File: config.mk
export PLATFORM = sky130hd
export DESIGN_NAME = sse_exec
export DESIGN_NICKNAME = d
export VERILOG_FILES = /design/src/rtl/sse_pkg.sv /design/src/rtl/sse_regbus_if.sv /design/src/rtl/sse_incdec.sv /design/src/rtl/sse_ahb_slave.sv /design/src/rtl/sse_exec.sv
export SDC_FILE = /design/constraint.sdc
export NUM_CORES = 1
export LEC_CHECK = 0
export BUFFER_PORTS_ARGS = -buffer_cell sky130_fd_sc_hd__buf_4
export CAP_MARGIN = 20
export CORE_MARGIN = 2
export CORE_UTILIZATION = 40
export DETAILED_ROUTE_END_ITERATION = 8
export HOLD_SLACK_MARGIN = 0.02
export SLEW_MARGIN = 20
export SYNTH_ARGS = -nofsm -noshare
export SYNTH_HDL_FRONTEND = slang
export SYNTH_HIERARCHICAL = 1
export SYNTH_SLANG_ARGS = --single-unit
File: constraint.sdc
create_clock -name hclk -period 6.1 [get_ports hclk]
set_input_delay 0.305 -clock hclk [delete_from_list [all_inputs] [get_ports hclk]]
set_output_delay 0.305 -clock hclk [all_outputs]
set_load 0.02 [all_outputs]
File: src/rtl/sse_pkg.sv
// Constants and types for the skip and system control executor
// Notes on behaviour
// - Accumulator decrement-and-skip subtracts one; a zero result skips the next instruction.
// - Memory increment-and-skip adds one, writes back, skips next when zero.
// - Memory decrement-and-skip subtracts one, writes back, skips next when zero.
// - All three skip arithmetic ops update zero, carry, aux carry, overflow flags.
// - Call pushes next address at stack pointer, jumps anywhere, stack pointer plus two.
// - Jump loads program counter with any program address and continues there.
// - Return-with-value loads its immediate into accumulator, then returns normally.
// - Return lowers stack pointer by two, reloads program counter from that slot.
// - Interrupt return resumes the program and sets global interrupt enable.
// - Relative jump sets program counter to itself plus unsigned accumulator.
// - Global enable sets the interrupt enable so requests reach the CPU.
// - Global disable clears the interrupt enable so requests are blocked.
// - Full halt stops all clocks including oscillators.
// - CPU halt gates the system clock but leaves oscillators running.
// - Software reset clears all executor state like hardware reset, but leaves the bus front end unreset.
// - Watchdog clear restarts the watchdog count.
// - Control instructions other than software reset leave zero, carry, aux carry and overflow flags unchanged.
// - Call, jump, relative jump, returns take two cycles; plain others take one.
// - Skip instructions take two cycles when skipping and one when not.
package sse_pkg;
  localparam int unsigned PCW = 12;
  localparam int unsigned MAW = 4;
  localparam int unsigned MEM_DEPTH = 16;
  typedef logic [7:0] sse_acc_t;
  typedef logic [PCW-1:0] sse_pc_t;
  typedef logic [MAW-1:0] sse_sp_t;
  typedef logic [3:0] sse_flags_t;
  // ----------------------------------------
  // Register map
  // ----------------------------------------
  localparam logic [7:0] A_CMD = 8'h00;
  localparam logic [7:0] A_STAT = 8'h04;
  localparam logic [7:0] A_ACC = 8'h08;
  localparam logic [7:0] A_PC = 8'h0c;
  localparam logic [7:0] A_SP = 8'h10;
  localparam logic [7:0] A_MADDR = 8'h14;
  localparam logic [7:0] A_MDATA = 8'h18;
  localparam int unsigned CMD_OP_LSB = 0;
  localparam int unsigned CMD_OPR_LSB = 8;
  localparam int unsigned CMD_TGT_LSB = 16;
  localparam int unsigned S_SKIP = 4;
  localparam int unsigned S_GIE = 5;
  localparam int unsigned S_CPUSTOP = 6;
  localparam int unsigned S_SYSSTOP = 7;
  localparam int unsigned S_BUSY = 8;
  localparam int unsigned W_WAKE = 0;
  localparam int unsigned F_Z = 0;
  localparam int unsigned F_C = 1;
  localparam int unsigned F_AC = 2;
  localparam int unsigned F_OV = 3;
  // ----------------------------------------
  // Reset values and steps
  // ----------------------------------------
  localparam sse_acc_t ACC_RST = 8'h00;
  localparam sse_pc_t PC_RST = 12'h000;
  localparam sse_sp_t SP_RST = 4'h0;
  localparam sse_flags_t FLAGS_RST = 4'h0;
  localparam sse_acc_t BYTE_ZERO = 8'h00;
  localparam sse_pc_t PC_ONE = 12'h001;
  localparam sse_sp_t SP_ONE = 4'h1;
  localparam sse_sp_t SP_STEP = 4'h2;
  localparam logic [8:0] ONE9 = 9'h001;
  localparam logic [4:0] ONE5 = 5'h01;
  localparam int unsigned HT_ACTIVE_BIT = 1;
  localparam logic RESP_OKAY = 1'b0;
  // ----------------------------------------
  // Opcodes and states
  // ----------------------------------------
  typedef enum logic [3:0] {
    OP_NOP = 4'h0, OP_DZSN_A = 4'h1, OP_IZSN_M = 4'h2, OP_DZSN_M = 4'h3,
    OP_CALL = 4'h4, OP_GOTO = 4'h5, OP_RETV = 4'h6, OP_RET = 4'h7,
    OP_RETI = 4'h8, OP_JREL = 4'h9, OP_GIE_ON = 4'ha, OP_GIE_OFF = 4'hb,
    OP_STOPSYS = 4'hc, OP_STOPCPU = 4'hd, OP_SWRST = 4'he, OP_WDCLR = 4'hf
  } sse_op_e;
  typedef enum logic [1:0] {
    ST_IDLE = 2'b01,
    ST_WAIT = 2'b10
  } sse_st_e;
endpackage

File: src/rtl/sse_regbus_if.sv
// Internal register strobe carrier between bus slave and executor
`timescale 1ns/1ps
`default_nettype none
interface sse_regbus_if;
  logic wr_en;
  logic [7:0] addr;
  logic [31:0] wdata;
  logic [31:0] rdata;
  modport bus (output wr_en, output addr, output wdata, input rdata);
  modport core (input wr_en, input addr, input wdata, output rdata);
endinterface
`default_nettype wire

File: src/rtl/sse_incdec.sv
// Increment or decrement of one byte with its four flags
`timescale 1ns/1ps
`default_nettype none
module sse_incdec (
  input wire logic [7:0] a,
  input wire logic dec,
  output logic [7:0] res,
  output sse_pkg::sse_flags_t flags
);
  import sse_pkg::*;
  logic [8:0] sum9;
  logic [4:0] sum5;
  always_comb begin
    sum9 = dec ? ({1'b0, a} - ONE9) : ({1'b0, a} + ONE9);
    sum5 = dec ? ({1'b0, a[3:0]} - ONE5) : ({1'b0, a[3:0]} + ONE5);
    res = sum9[7:0];
    flags = FLAGS_RST;
    flags[F_Z] = (sum9[7:0] == BYTE_ZERO);
    // Carry doubles as borrow on decrement
    flags[F_C] = sum9[8];
    flags[F_AC] = sum5[4];
    flags[F_OV] = (a[7] == dec) && (a[7] != sum9[7]);
  end
endmodule
`default_nettype wire

File: src/rtl/sse_ahb_slave.sv
// AHB-Lite slave front end for the executor registers
`timescale 1ns/1ps
`default_nettype none
module sse_ahb_slave (
  input wire logic hclk,
  input wire logic hresetn,
  input wire logic hsel,
  input wire logic [31:0] haddr,
  input wire logic [1:0] htrans,
  input wire logic hwrite,
  input wire logic [2:0] hsize,
  input wire logic [31:0] hwdata,
  input wire logic hready,
  output logic hreadyout,
  output logic hresp,
  output logic [31:0] hrdata,
  sse_regbus_if.bus rb
);
  import sse_pkg::*;
  logic take;
  logic wr_pend_r;
  logic rd_pend_r;
  logic [7:0] addr_r;
  // Only whole words are used; hsize is not checked
  assign take = hsel && htrans[HT_ACTIVE_BIT] && hready;
  assign rb.wr_en = wr_pend_r;
  assign rb.addr = addr_r;
  assign rb.wdata = hwdata;
  always_ff @(posedge hclk or negedge hresetn) begin
    if (!hresetn) begin
      wr_pend_r <= 1'b0;
      rd_pend_r <= 1'b0;
      addr_r <= 8'h00;
    end else begin
      wr_pend_r <= take && hwrite;
      rd_pend_r <= take && !hwrite;
      if (take) begin
        addr_r <= haddr[7:0];
      end
    end
  end
  // One wait state on reads so a write just before is seen
  always_ff @(posedge hclk or negedge hresetn) begin
    if (!hresetn) begin
      hreadyout <= 1'b1;
      hrdata <= 32'h0000_0000;
    end else if (take && !hwrite) begin
      hreadyout <= 1'b0;
    end else if (rd_pend_r) begin
      hreadyout <= 1'b1;
      hrdata <= rb.rdata;
    end
  end
  always_ff @(posedge hclk or negedge hresetn) begin
    if (!hresetn) begin
      hresp <= RESP_OKAY;
    end else begin
      hresp <= RESP_OKAY;
    end
  end
endmodule
`default_nettype wire

File: src/rtl/sse_exec.sv
// Skip and system control instruction executor with AHB-Lite access
`timescale 1ns/1ps
`default_nettype none
module sse_exec (
  input wire logic hclk,
  input wire logic hresetn,
  input wire logic hsel,
  input wire logic [31:0] haddr,
  input wire logic [1:0] htrans,
  input wire logic hwrite,
  input wire logic [2:0] hsize,
  input wire logic [31:0] hwdata,
  input wire logic hready,
  output logic hreadyout,
  output logic hresp,
  output logic [31:0] hrdata,
  output logic gie,
  output logic sys_stop,
  output logic cpu_stop,
  output logic chip_reset,
  output logic wdt_clear
);
  import sse_pkg::*;

  // ----------------------------------------
  // Bus front end
  // ----------------------------------------
  sse_regbus_if rb ();
  sse_ahb_slave u_slave (
    .hclk(hclk),
    .hresetn(hresetn),
    .hsel(hsel),
    .haddr(haddr),
    .htrans(htrans),
    .hwrite(hwrite),
    .hsize(hsize),
    .hwdata(hwdata),
    .hready(hready),
    .hreadyout(hreadyout),
    .hresp(hresp),
    .hrdata(hrdata),
    .rb(rb)
  );

  function automatic logic hit(input logic [7:0] a, input logic [7:0] off);
    hit = (a == off);
  endfunction

  // ----------------------------------------
  // State
  // ----------------------------------------
  sse_acc_t acc_r;
  sse_pc_t pc_r;
  sse_sp_t sp_r;
  sse_sp_t maddr_r;
  sse_flags_t flags_r;
  sse_st_e st_r;
  logic skip_r;
  sse_acc_t mem_r [MEM_DEPTH];

  // ----------------------------------------
  // Decode of an issued command
  // ----------------------------------------
  sse_op_e op;
  sse_acc_t opr;
  sse_pc_t tgt;
  sse_sp_t m_idx;
  sse_sp_t spm2;
  sse_sp_t spm1;
  sse_sp_t spp1;
  sse_pc_t pc1;
  sse_pc_t ret_pc;
  sse_acc_t alu_in;
  sse_acc_t alu_res;
  sse_flags_t alu_flags;
  logic cmd_go;
  logic ex;
  logic skip_now;
  logic is_skipop;
  logic skip_hit;
  logic two_cyc;
  logic halted;

  assign op = sse_op_e'(rb.wdata[CMD_OP_LSB +: 4]);
  assign opr = rb.wdata[CMD_OPR_LSB +: 8];
  assign tgt = rb.wdata[CMD_TGT_LSB +: PCW];
  assign m_idx = opr[MAW-1:0];
  assign halted = sys_stop || cpu_stop;
  // Commands while busy, halted or resetting are dropped
  assign cmd_go = rb.wr_en && hit(rb.addr, A_CMD) && (st_r == ST_IDLE) && !halted && !chip_reset;
  assign skip_now = cmd_go && skip_r;
  assign ex = cmd_go && !skip_r;
  assign is_skipop = ex && (op == OP_DZSN_A || op == OP_IZSN_M || op == OP_DZSN_M);
  assign alu_in = (op == OP_DZSN_A) ? acc_r : mem_r[m_idx];
  assign skip_hit = is_skipop && alu_flags[F_Z];
  assign two_cyc = skip_hit || (ex && (op == OP_CALL || op == OP_GOTO || op == OP_JREL
    || op == OP_RET || op == OP_RETV || op == OP_RETI));
  assign pc1 = sse_pc_t'(pc_r + PC_ONE);
  assign spm2 = sse_sp_t'(sp_r - SP_STEP);
  assign spm1 = sse_sp_t'(spm2 + SP_ONE);
  assign spp1 = sse_sp_t'(sp_r + SP_ONE);
  assign ret_pc = {mem_r[spm1][PCW-9:0], mem_r[spm2]};

  sse_incdec u_alu (
    .a(alu_in),
    .dec(op != OP_IZSN_M),
    .res(alu_res),
    .flags(alu_flags)
  );

  // ----------------------------------------
  // Cycle sequencer
  // ----------------------------------------
  always_ff @(posedge hclk or negedge hresetn) begin
    if (!hresetn) begin
      st_r <= ST_IDLE;
    end else if (chip_reset) begin
      st_r <= ST_IDLE;
    end else begin
      case (st_r)
        ST_IDLE: begin
          if (two_cyc) begin
            st_r <= ST_WAIT;
          end
        end
        default: begin
          st_r <= ST_IDLE;
        end
      endcase
    end
  end

  // ----------------------------------------
  // Skip, accumulator and flags
  // ----------------------------------------
  always_ff @(posedge hclk or negedge hresetn) begin
    if (!hresetn) begin
      skip_r <= 1'b0;
    end else if (chip_reset) begin
      skip_r <= 1'b0;
    end else if (skip_now) begin
      skip_r <= 1'b0;
    end else if (skip_hit) begin
      skip_r <= 1'b1;
    end
  end

  always_ff @(posedge hclk or negedge hresetn) begin
    if (!hresetn) begin
      acc_r <= ACC_RST;
    end else if (chip_reset) begin
      acc_r <= ACC_RST;
    end else if (ex && op == OP_DZSN_A) begin
      acc_r <= alu_res;
    end else if (ex && op == OP_RETV) begin
      acc_r <= opr;
    end else if (rb.wr_en && hit(rb.addr, A_ACC) && st_r == ST_IDLE) begin
      acc_r <= rb.wdata[7:0];
    end
  end

  always_ff @(posedge hclk or negedge hresetn) begin
    if (!hresetn) begin
      flags_r <= FLAGS_RST;
    end else if (chip_reset) begin
      flags_r <= FLAGS_RST;
    end else if (is_skipop) begin
      flags_r <= alu_flags;
    end
  end

  // ----------------------------------------
  // Program counter and stack pointer
  // ----------------------------------------
  always_ff @(posedge hclk or negedge hresetn) begin
    if (!hresetn) begin
      pc_r <= PC_RST;
    end else if (chip_reset) begin
      pc_r <= PC_RST;
    end else if (skip_now) begin
      pc_r <= pc1;
    end else if (ex) begin
      case (op)
        OP_CALL, OP_GOTO: pc_r <= tgt;
        OP_RET, OP_RETV, OP_RETI: pc_r <= ret_pc;
        OP_JREL: pc_r <= sse_pc_t'(pc_r + {4'h0, acc_r});
        default: pc_r <= pc1;
      endcase
    end else if (rb.wr_en && hit(rb.addr, A_PC) && st_r == ST_IDLE) begin
      pc_r <= rb.wdata[PCW-1:0];
    end
  end

  always_ff @(posedge hclk or negedge hresetn) begin
    if (!hresetn) begin
      sp_r <= SP_RST;
    end else if (chip_reset) begin
      sp_r <= SP_RST;
    end else if (ex && op == OP_CALL) begin
      sp_r <= sse_sp_t'(sp_r + SP_STEP);
    end else if (ex && (op == OP_RET || op == OP_RETV || op == OP_RETI)) begin
      sp_r <= spm2;
    end else if (rb.wr_en && hit(rb.addr, A_SP) && st_r == ST_IDLE) begin
      sp_r <= rb.wdata[MAW-1:0];
    end
  end

  // ----------------------------------------
  // Data memory and its software window
  // ----------------------------------------
  always_ff @(posedge hclk or negedge hresetn) begin
    if (!hresetn) begin
      maddr_r <= SP_RST;
    end else if (chip_reset) begin
      maddr_r <= SP_RST;
    end else if (rb.wr_en && hit(rb.addr, A_MADDR)) begin
      maddr_r <= rb.wdata[MAW-1:0];
    end
  end

  // Memory is cleared on reset too; real RAM would keep it
  always_ff @(posedge hclk or negedge hresetn) begin
    if (!hresetn) begin
      for (int i = 0; i < MEM_DEPTH; i++) begin
        mem_r[i] <= BYTE_ZERO;
      end
    end else if (chip_reset) begin
      for (int i = 0; i < MEM_DEPTH; i++) begin
        mem_r[i] <= BYTE_ZERO;
      end
    end else if (ex && (op == OP_IZSN_M || op == OP_DZSN_M)) begin
      mem_r[m_idx] <= alu_res;
    end else if (ex && op == OP_CALL) begin
      mem_r[sp_r] <= pc1[7:0];
      mem_r[spp1] <= 8'(pc1[PCW-1:8]);
    end else if (rb.wr_en && hit(rb.addr, A_MDATA)) begin
      mem_r[maddr_r] <= rb.wdata[7:0];
    end
  end

  // ----------------------------------------
  // System control outputs
  // ----------------------------------------
  always_ff @(posedge hclk or negedge hresetn) begin
    if (!hresetn) begin
      gie <= 1'b0;
    end else if (chip_reset) begin
      gie <= 1'b0;
    end else if (ex && (op == OP_GIE_ON || op == OP_RETI)) begin
      gie <= 1'b1;
    end else if (ex && op == OP_GIE_OFF) begin
      gie <= 1'b0;
    end
  end

  // Halts leave only by a wake write or by reset
  always_ff @(posedge hclk or negedge hresetn) begin
    if (!hresetn) begin
      sys_stop <= 1'b0;
      cpu_stop <= 1'b0;
    end else if (chip_reset) begin
      sys_stop <= 1'b0;
      cpu_stop <= 1'b0;
    end else if (ex && op == OP_STOPSYS) begin
      sys_stop <= 1'b1;
    end else if (ex && op == OP_STOPCPU) begin
      cpu_stop <= 1'b1;
    end else if (rb.wr_en && hit(rb.addr, A_STAT) && rb.wdata[W_WAKE]) begin
      sys_stop <= 1'b0;
      cpu_stop <= 1'b0;
    end
  end

  always_ff @(posedge hclk or negedge hresetn) begin
    if (!hresetn) begin
      chip_reset <= 1'b0;
      wdt_clear <= 1'b0;
    end else begin
      chip_reset <= ex && op == OP_SWRST;
      wdt_clear <= ex && op == OP_WDCLR;
    end
  end

  // ----------------------------------------
  // Read back
  // ----------------------------------------
  always_comb begin
    rb.rdata = 32'h0000_0000;
    if (hit(rb.addr, A_STAT)) begin
      rb.rdata[3:0] = flags_r;
      rb.rdata[S_SKIP] = skip_r;
      rb.rdata[S_GIE] = gie;
      rb.rdata[S_CPUSTOP] = cpu_stop;
      rb.rdata[S_SYSSTOP] = sys_stop;
      rb.rdata[S_BUSY] = (st_r == ST_WAIT);
    end else if (hit(rb.addr, A_ACC)) begin
      rb.rdata[7:0] = acc_r;
    end else if (hit(rb.addr, A_PC)) begin
      rb.rdata[PCW-1:0] = pc_r;
    end else if (hit(rb.addr, A_SP)) begin
      rb.rdata[MAW-1:0] = sp_r;
    end else if (hit(rb.addr, A_MADDR)) begin
      rb.rdata[MAW-1:0] = maddr_r;
    end else if (hit(rb.addr, A_MDATA)) begin
      rb.rdata[7:0] = mem_r[maddr_r];
    end
  end

  // ----------------------------------------
  // Checks
  // ----------------------------------------
  AST_ACC_DEC: assert property (@(posedge hclk) disable iff (!hresetn)
    ex && op == OP_DZSN_A |=> acc_r == sse_acc_t'($past(acc_r) - SP_ONE))
    else $error("acc decrement wrong");
  AST_SKIP_SET: assert property (@(posedge hclk) disable iff (!hresetn)
    is_skipop && alu_res == BYTE_ZERO |=> skip_r && flags_r[F_Z] && st_r == ST_WAIT)
    else $error("zero result did not arm skip");
  AST_SKIP_NOP: assert property (@(posedge hclk) disable iff (!hresetn)
    skip_now |=> !skip_r && acc_r == $past(acc_r) && pc_r == sse_pc_t'($past(pc_r) + PC_ONE)
    && sp_r == $past(sp_r) && gie == $past(gie))
    else $error("skipped instruction had effect");
  AST_CALL: assert property (@(posedge hclk) disable iff (!hresetn)
    ex && op == OP_CALL |=> pc_r == $past(tgt) && sp_r == sse_sp_t'($past(sp_r) + SP_STEP)
    && mem_r[$past(sp_r)] == sse_acc_t'($past(pc1)))
    else $error("call wrong");
  AST_RET: assert property (@(posedge hclk) disable iff (!hresetn)
    ex && op == OP_RET |=> sp_r == sse_sp_t'($past(sp_r) - SP_STEP) && pc_r == $past(ret_pc))
    else $error("return wrong");
  AST_RETI_GIE: assert property (@(posedge hclk) disable iff (!hresetn)
    ex && op == OP_RETI |=> gie ##1 gie)
    else $error("interrupt return left gie clear");
  AST_GIE_OFF: assert property (@(posedge hclk) disable iff (!hresetn)
    ex && op == OP_GIE_OFF |=> !gie)
    else $error("disable left gie set");
  AST_FLAGS_HOLD: assert property (@(posedge hclk) disable iff (!hresetn)
    ex && !is_skipop |=> flags_r == $past(flags_r))
    else $error("control op changed flags");
  AST_TWO_CYC: assert property (@(posedge hclk) disable iff (!hresetn)
    ex && op == OP_GOTO |=> st_r == ST_WAIT ##1 st_r == ST_IDLE)
    else $error("jump not two cycles");
  AST_ONE_CYC: assert property (@(posedge hclk) disable iff (!hresetn)
    is_skipop && !alu_flags[F_Z] |=> st_r == ST_IDLE && !skip_r)
    else $error("unskipped op took two cycles");
  AST_WDT: assert property (@(posedge hclk) disable iff (!hresetn)
    ex && op == OP_WDCLR |=> wdt_clear ##1 !wdt_clear)
    else $error("watchdog clear not one pulse");
  AST_SWRST: assert property (@(posedge hclk) disable iff (!hresetn)
    chip_reset |=> pc_r == PC_RST && acc_r == ACC_RST && !gie && sp_r == SP_RST)
    else $error("software reset incomplete");
endmodule
`default_nettype wire

-- Word-level counts from Yosys, hierarchy flattened
Index checks and enable logic that the tools add are counted.
- add/sub/neg operators: 10
- $mul: 0
- div/mod/pow operators: 0
- order comparisons: 10
- equal/unequal tests: 29
- shifts and indexed selects: 0
- muxes and demuxes: 77
- bitwise gates (word level): 7
- reduce and logical (&&, ||, !) cells: 74
- operators by type and width (operator ; count):
    $bwmux W128 ; 4
    $mux W128 ; 4
    $mux W8 ; 18
    $bmux W8 S4 ; 4
    $demux W8 S4 ; 4
    $mux W4 ; 16
    $mux W12 ; 4
    $logic_and A1 B1 Y1 ; 39
    $pmux W12 S3 ; 1
    $eq A4 B4 Y1 const B ; 8
    $ge A5 B5 Y1 const B ; 6
    $not A4 Y5 ; 6
    $eq A8 B5 Y1 const B ; 3
    $lt A5 B1 Y1 const B ; 4
    $mux W9 ; 2
    $eq A4 B3 Y1 const B ; 4
    $eq A8 B4 Y1 const B ; 2
    $logic_not A8 Y1 ; 2
    $reduce_bool A4 Y1 ; 4
    $mux W1 ; 15
    $logic_or A1 B1 Y1 ; 13
    $add A12 B1 Y12 const B ; 1
    $add A12 B8 Y12 ; 1
    $reduce_bool A3 Y1 ; 4
    26 further kinds ; 38
- register bits: 191
- bits in latches: 0
- RAM bits: 0
- bits in read-only memories: 0
- input bits: 74
- word-level logic and storage cells: 240
- memories: 0

-- Longest topological paths before layout
- depth after elaboration: 13
- depth in mapped cells: 16
- depth with buffers taken out: 12

-- Cells and area by module
The synthesis kept the hierarchy.
- modules (own cells, without submodules) (module ; times used ; cells each ; area each (µm²)):
    sse_exec ; 1 ; 1770 ; 16366.9
    sse_ahb_slave ; 1 ; 128 ; 1863.0
    sse_incdec ; 1 ; 47 ; 366.6

-- Worst setup path before layout
Ideal clock, no wire load.
- path kind: input -> register
- start point: input hwdata[8]
- end point: register mem_r[127] in the netlist's numbering
- setup time: 0.065 ns
- arrival time: 4.763 ns
- setup slack: 1.273 ns
- stages: 16
- path buffers: 4
- path through: buf_4 clkbuf_1 buf_1 mux4_2 mux4_2 mux2_2 ha_1 a211oi_1 o31ai_1 nand3_1 o221ai_1 buf_1 nor3b_1 nand2_1 o211ai_1 mux2_2
- word-level cells in the longest chain between the ends: 10
- RTL lines (what ; line ; text):
    start: declaration ; sse_exec.sv:12 ; input wire logic [31:0] hwdata,
    $not A4 Y5 (implied by the code) * ; sse_exec.sv:94 ; assign alu_in = (op == OP_DZSN_A) ? acc_r : mem_r[m_idx];
    $bmux W8 S4 * ; sse_exec.sv:94 ;
    $mux W8 (implied by the code) * (2 in a row) ; sse_exec.sv:94 ;
    $mux W8 * ; sse_exec.sv:94 ;
    via alu_in[1] ; sse_exec.sv:73 ; sse_acc_t alu_in;
    $add A8 B1 Y9 / $sub A8 B1 Y9 (equally long branches) ; sse_incdec.sv:14 ; sum9 = dec ? ({1'b0, a} - ONE9) : ({1'b0, a} + ONE9);
    $mux W9 * ; sse_incdec.sv:14 ;
    via alu_res[7] ; sse_exec.sv:74 ; sse_acc_t alu_res;
    $bwmux W128 * ; sse_exec.sv:232 ; mem_r[m_idx] <= alu_res;
    $mux W128 * ; sse_exec.sv:231 ; end else if (ex && (op == OP_IZSN_M || op == OP_DZSN_M)) begin
    $mux W128 * ; sse_exec.sv:227 ; end else if (chip_reset) begin
    end signal: indexed assignment ; sse_exec.sv:232 ;
    end signal: indexed assignment ; sse_exec.sv:234 ; mem_r[sp_r] <= pc1[7:0];
    end signal: indexed assignment ; sse_exec.sv:235 ; mem_r[spp1] <= 8'(pc1[PCW-1:8]);
    end: declaration ; sse_exec.sv:59 ; sse_acc_t mem_r [MEM_DEPTH];
The timed path passes the listed nets; every way through them passes the cells marked *. The select of a mux whose other input is x is not followed.
A chain may end at the register's enable or synchronous reset.

-- Final worst setup path
- start point: register mem_r[72] in the netlist's numbering
- end point: register mem_r[36] in the netlist's numbering
- word-level cells in the longest chain between the ends: 9
- RTL lines (what ; line):
    $bmux W8 S4 * ; sse_exec.sv:94
    $mux W8 (implied by the code) * (2 in a row) ; sse_exec.sv:94
    $mux W8 * ; sse_exec.sv:94
    via alu_in[0] ; sse_exec.sv:73
    $add A8 B1 Y9 / $sub A8 B1 Y9 (equally long branches) ; sse_incdec.sv:14
    $mux W9 * ; sse_incdec.sv:14
    via alu_res[4] ; sse_exec.sv:74
    $bwmux W128 * ; sse_exec.sv:232
    $mux W128 * ; sse_exec.sv:231
    $mux W128 * ; sse_exec.sv:227
Marks and branches as above.

==> flow_results.xml <==
<?xml version="1.0" encoding="UTF-8"?>
<metrics>
  <group name="sta">
    <metric name="worst_slack" unit="ns">1.396</metric>
    <metric name="hold_viol_final" unit="">0</metric>
    <metric name="layout_worst_path_cycle_share" unit="%">77.12</metric>
    <metric name="slew_viol_final" unit="">0</metric>
    <metric name="report.final.setup_viol" unit="">0</metric>
    <metric name="tightest_slew" unit="ns">1.128</metric>
    <metric name="total_negative_slack" unit="ns">0</metric>
    <metric name="finalCriticalPeriod" unit="ns">4.704</metric>
    <metric name="rsz0062_at_grt" unit="">false</metric>
    <metric name="skew" unit="ns">0.02046</metric>
    <metric name="timing.max_slew.rel_slack" unit="%">24.27</metric>
    <metric name="max_freq" unit="MHz">212.6</metric>
  </group>
  <group name="drt">
    <metric name="routed_wl" unit="mm">84.72</metric>
    <metric name="routed-via-count" unit="">18200</metric>
    <metric name="drc_errors" unit="">0</metric>
    <metric name="routedWlPerCell" unit="microns">33.00</metric>
    <metric name="dr.pass1.iters" unit="">6</metric>
    <metric name="drtIter0Drc" unit="">2841</metric>
    <metric name="detail_route.vias_per_cell" unit="">7.090</metric>
    <metric name="ant_nets" unit="">0</metric>
  </group>
  <group name="power">
    <metric name="power.density_cell_area" unit="nW/um^2">210.8</metric>
    <metric name="peakVddDrop" unit="mV">0.2072</metric>
    <metric name="leakage" unit="nW">8.307</metric>
  </group>
  <group name="floorplan">
    <metric name="rows" unit="">78</metric>
    <metric name="boundaryPins" unit="">113</metric>
    <metric name="die_width" unit="microns">219.4</metric>
    <metric name="floorplan.initialDensity" unit="%">40.74</metric>
    <metric name="placeableCoreArea" unit="sq um">45580</metric>
    <metric name="die_outline_height" unit="microns">219.4</metric>
    <metric name="fp.dieArea" unit="sq um">48160</metric>
  </group>
  <group name="clock_tree">
    <metric name="clock_latency" unit="ns">0.59</metric>
    <metric name="post_cts_buffers" unit="">0</metric>
    <metric name="cts-root-buf" unit="">sky130_fd_sc_hd__clkbuf_16</metric>
    <metric name="clock-sinks" unit="">211</metric>
    <metric name="clock_tree_from_tritoncts" unit="">yes</metric>
    <metric name="cts_buffers" unit="">26</metric>
    <metric name="cts.reportedPaths.clkPinSlew" unit="ns">0.07</metric>
    <metric name="clock_path_buffers" unit="">3</metric>
    <metric name="cts-htree-levels" unit="">1</metric>
  </group>
  <group name="global_routing">
    <metric name="grt_first_pass_wirelength" unit="mm">122.5</metric>
    <metric name="largest_net_degree_at_the_start_of_global_routing" unit="">96</metric>
    <metric name="grt_pass1_vias" unit="">17510</metric>
    <metric name="grt_antenna_before_repair" unit="">3</metric>
    <metric name="grt_overflow" unit="">0</metric>
    <metric name="global_route.usage.total" unit="%">35.05</metric>
  </group>
  <group name="setup_path">
    <metric name="timing.critical_path.to_type" unit="">flip-flop</metric>
    <metric name="critical_path_class" unit="">flip-flop to flip-flop</metric>
    <metric name="critical_path_required" unit="ns">6.61</metric>
    <metric name="worst_setup_path_start_kind" unit="">flip-flop</metric>
    <metric name="worst-r2r-cell-count" unit="">11</metric>
    <metric name="worst-path-max-fanout" unit="">7</metric>
    <metric name="crit_arrival" unit="ns">5.21</metric>
  </group>
  <group name="yosys">
    <metric name="yosysWarnings" unit="">6</metric>
    <metric name="synth_area" unit="sq um">18570</metric>
    <metric name="post_synth.cell_area_avg" unit="sq um">9.565</metric>
    <metric name="synth_cells" unit="">1941</metric>
  </group>
  <group name="placement">
    <metric name="io_buffer_count" unit="">79</metric>
    <metric name="post-dp-hpwl" unit="mm">61.98</metric>
    <metric name="cells_after_dpl" unit="">2509</metric>
    <metric name="pre_cts_ws" unit="ns">1.014</metric>
    <metric name="gpl.final_weighted_congestion" unit="">1.018</metric>
  </group>
  <group name="min_path">
    <metric name="holdPathStages" unit="">3</metric>
    <metric name="min_path_type" unit="">input port to flip-flop</metric>
  </group>
  <group name="finish">
    <metric name="final_cells" unit="">2567</metric>
    <metric name="antenna_cells_inserted" unit="">0</metric>
    <metric name="finalNetCount" unit="">2050</metric>
    <metric name="area_growth_from_synthesis_to_layout" unit="%">11.40</metric>
    <metric name="post_route_cells_drive_above_1_share" unit="%">26.89</metric>
  </group>
  <group name="run">
    <metric name="max-cap-violations" unit="">0</metric>
  </group>
  <group name="outcome">
    <metric name="outcome" unit="">finished, final reports clean</metric>
  </group>
</metrics>
[flip-flops by register name (all words and copies together), names as in the netlist, 2 cells and up]
signal           cells
sp_r                 4
st_r                 2
maddr_r              4
acc_r                8
u_slave/rb.addr      8
flags_r              4
pc_r                12
mem_r              128
u_slave/hrdata      32
[layer usage]
layer	up-vias	part of all wire, %	track usage, %
li1	7441	-	-
met1	9097	39	46.26
met2	1389	43	53.07
met3	269	12	9.494
met4	4	5.9	17.14
met5	-	0.025	0
[worst max-delay path: stages, from the launching register on]
cell,delay [ns]
sky130_fd_sc_hd__dfrtp_1,0.48
sky130_fd_sc_hd__mux4_2,0.51
sky130_fd_sc_hd__mux4_2,0.56
sky130_fd_sc_hd__mux2_2,0.38
sky130_fd_sc_hd__fa_1,0.50
sky130_fd_sc_hd__a211oi_2,0.35
sky130_fd_sc_hd__nor2_2,0.10
sky130_fd_sc_hd__xor2_1,0.33
sky130_fd_sc_hd__nor2b_1,0.45
sky130_fd_sc_hd__nand2_1,0.29
sky130_fd_sc_hd__o21ai_0,0.43
sky130_fd_sc_hd__mux2_2,0.23
[cells in the final DEF (no fill, tap or decap), drive strengths merged, types with 15 or more instances in the layout]
master,n
mux4,136
mux2,165
nand2,214
mux2i,31
a211oi,29
nand3,78
conb,21
a32oi,20
clkbuf,33
a31oi,38
nor2,119
xnor2,15
ha,26
nand2b,19
dfrtp,209
nor4,18
inv,32
o211ai,34
o21ai,100
a21oi,118
o22ai,23
nor3,85
nor2b,18
xor2,17
buf,135
and3,26
[area by class of cell]
cell class                 instances  area (sq um)
multi-input combinational       1532         12420
inverter                          32         120.1
fill                            4369         24890
clock inverter                    14         217.7
tap                              600         750.7
clock buffer                      33         726.9
sequential                       211          5293
timing repair buffer             145          1157
[repair_timing]
item                       CTS  global route
hold buffers                10             0
hold endpoints to repair   102             0
gates resized for setup      0             0
setup endpoints to repair    0             0
[report_power, final]
part,internal [W],switching (W),total (W)
Clock,0.00105,0.000686,0.00174
Sequential,0.00147,0.000107,0.00158
Combinational,0.000357,0.000688,0.00104
Total,0.00288,0.00148,0.00436
[through the flow]
stage	power (W)	hold WS (ns)	utilization [%]	instance area (sq um)
detailed placement	0.002597	0.3616	43.01	19600
global route	0.004491	0.08955	45.38	20680
global placement	0.002587	0.3598	43.00	19600
finish	0.004360	0.05258	45.38	20680
floorplan	0.002177	0.009409	-	18640
CTS	0.004343	0.03984	45.30	20650
[worst paths after layout]
path / startpoint / end / slack, ns
min in group asynchronous: hresetn / u_slave/hrdata[24] / 0.29
max in group asynchronous: hresetn / sp_r[0] / 4.54
max reg2reg: mem_r[72] / mem_r[36] / 1.40
min reg2reg: u_slave/hreadyout / u_slave/hreadyout / 0.50
max: mem_r[72] / mem_r[36] / 1.40
min: hwdata[21] / pc_r[5] / 0.05
Power figures use the tool's default switching activity.
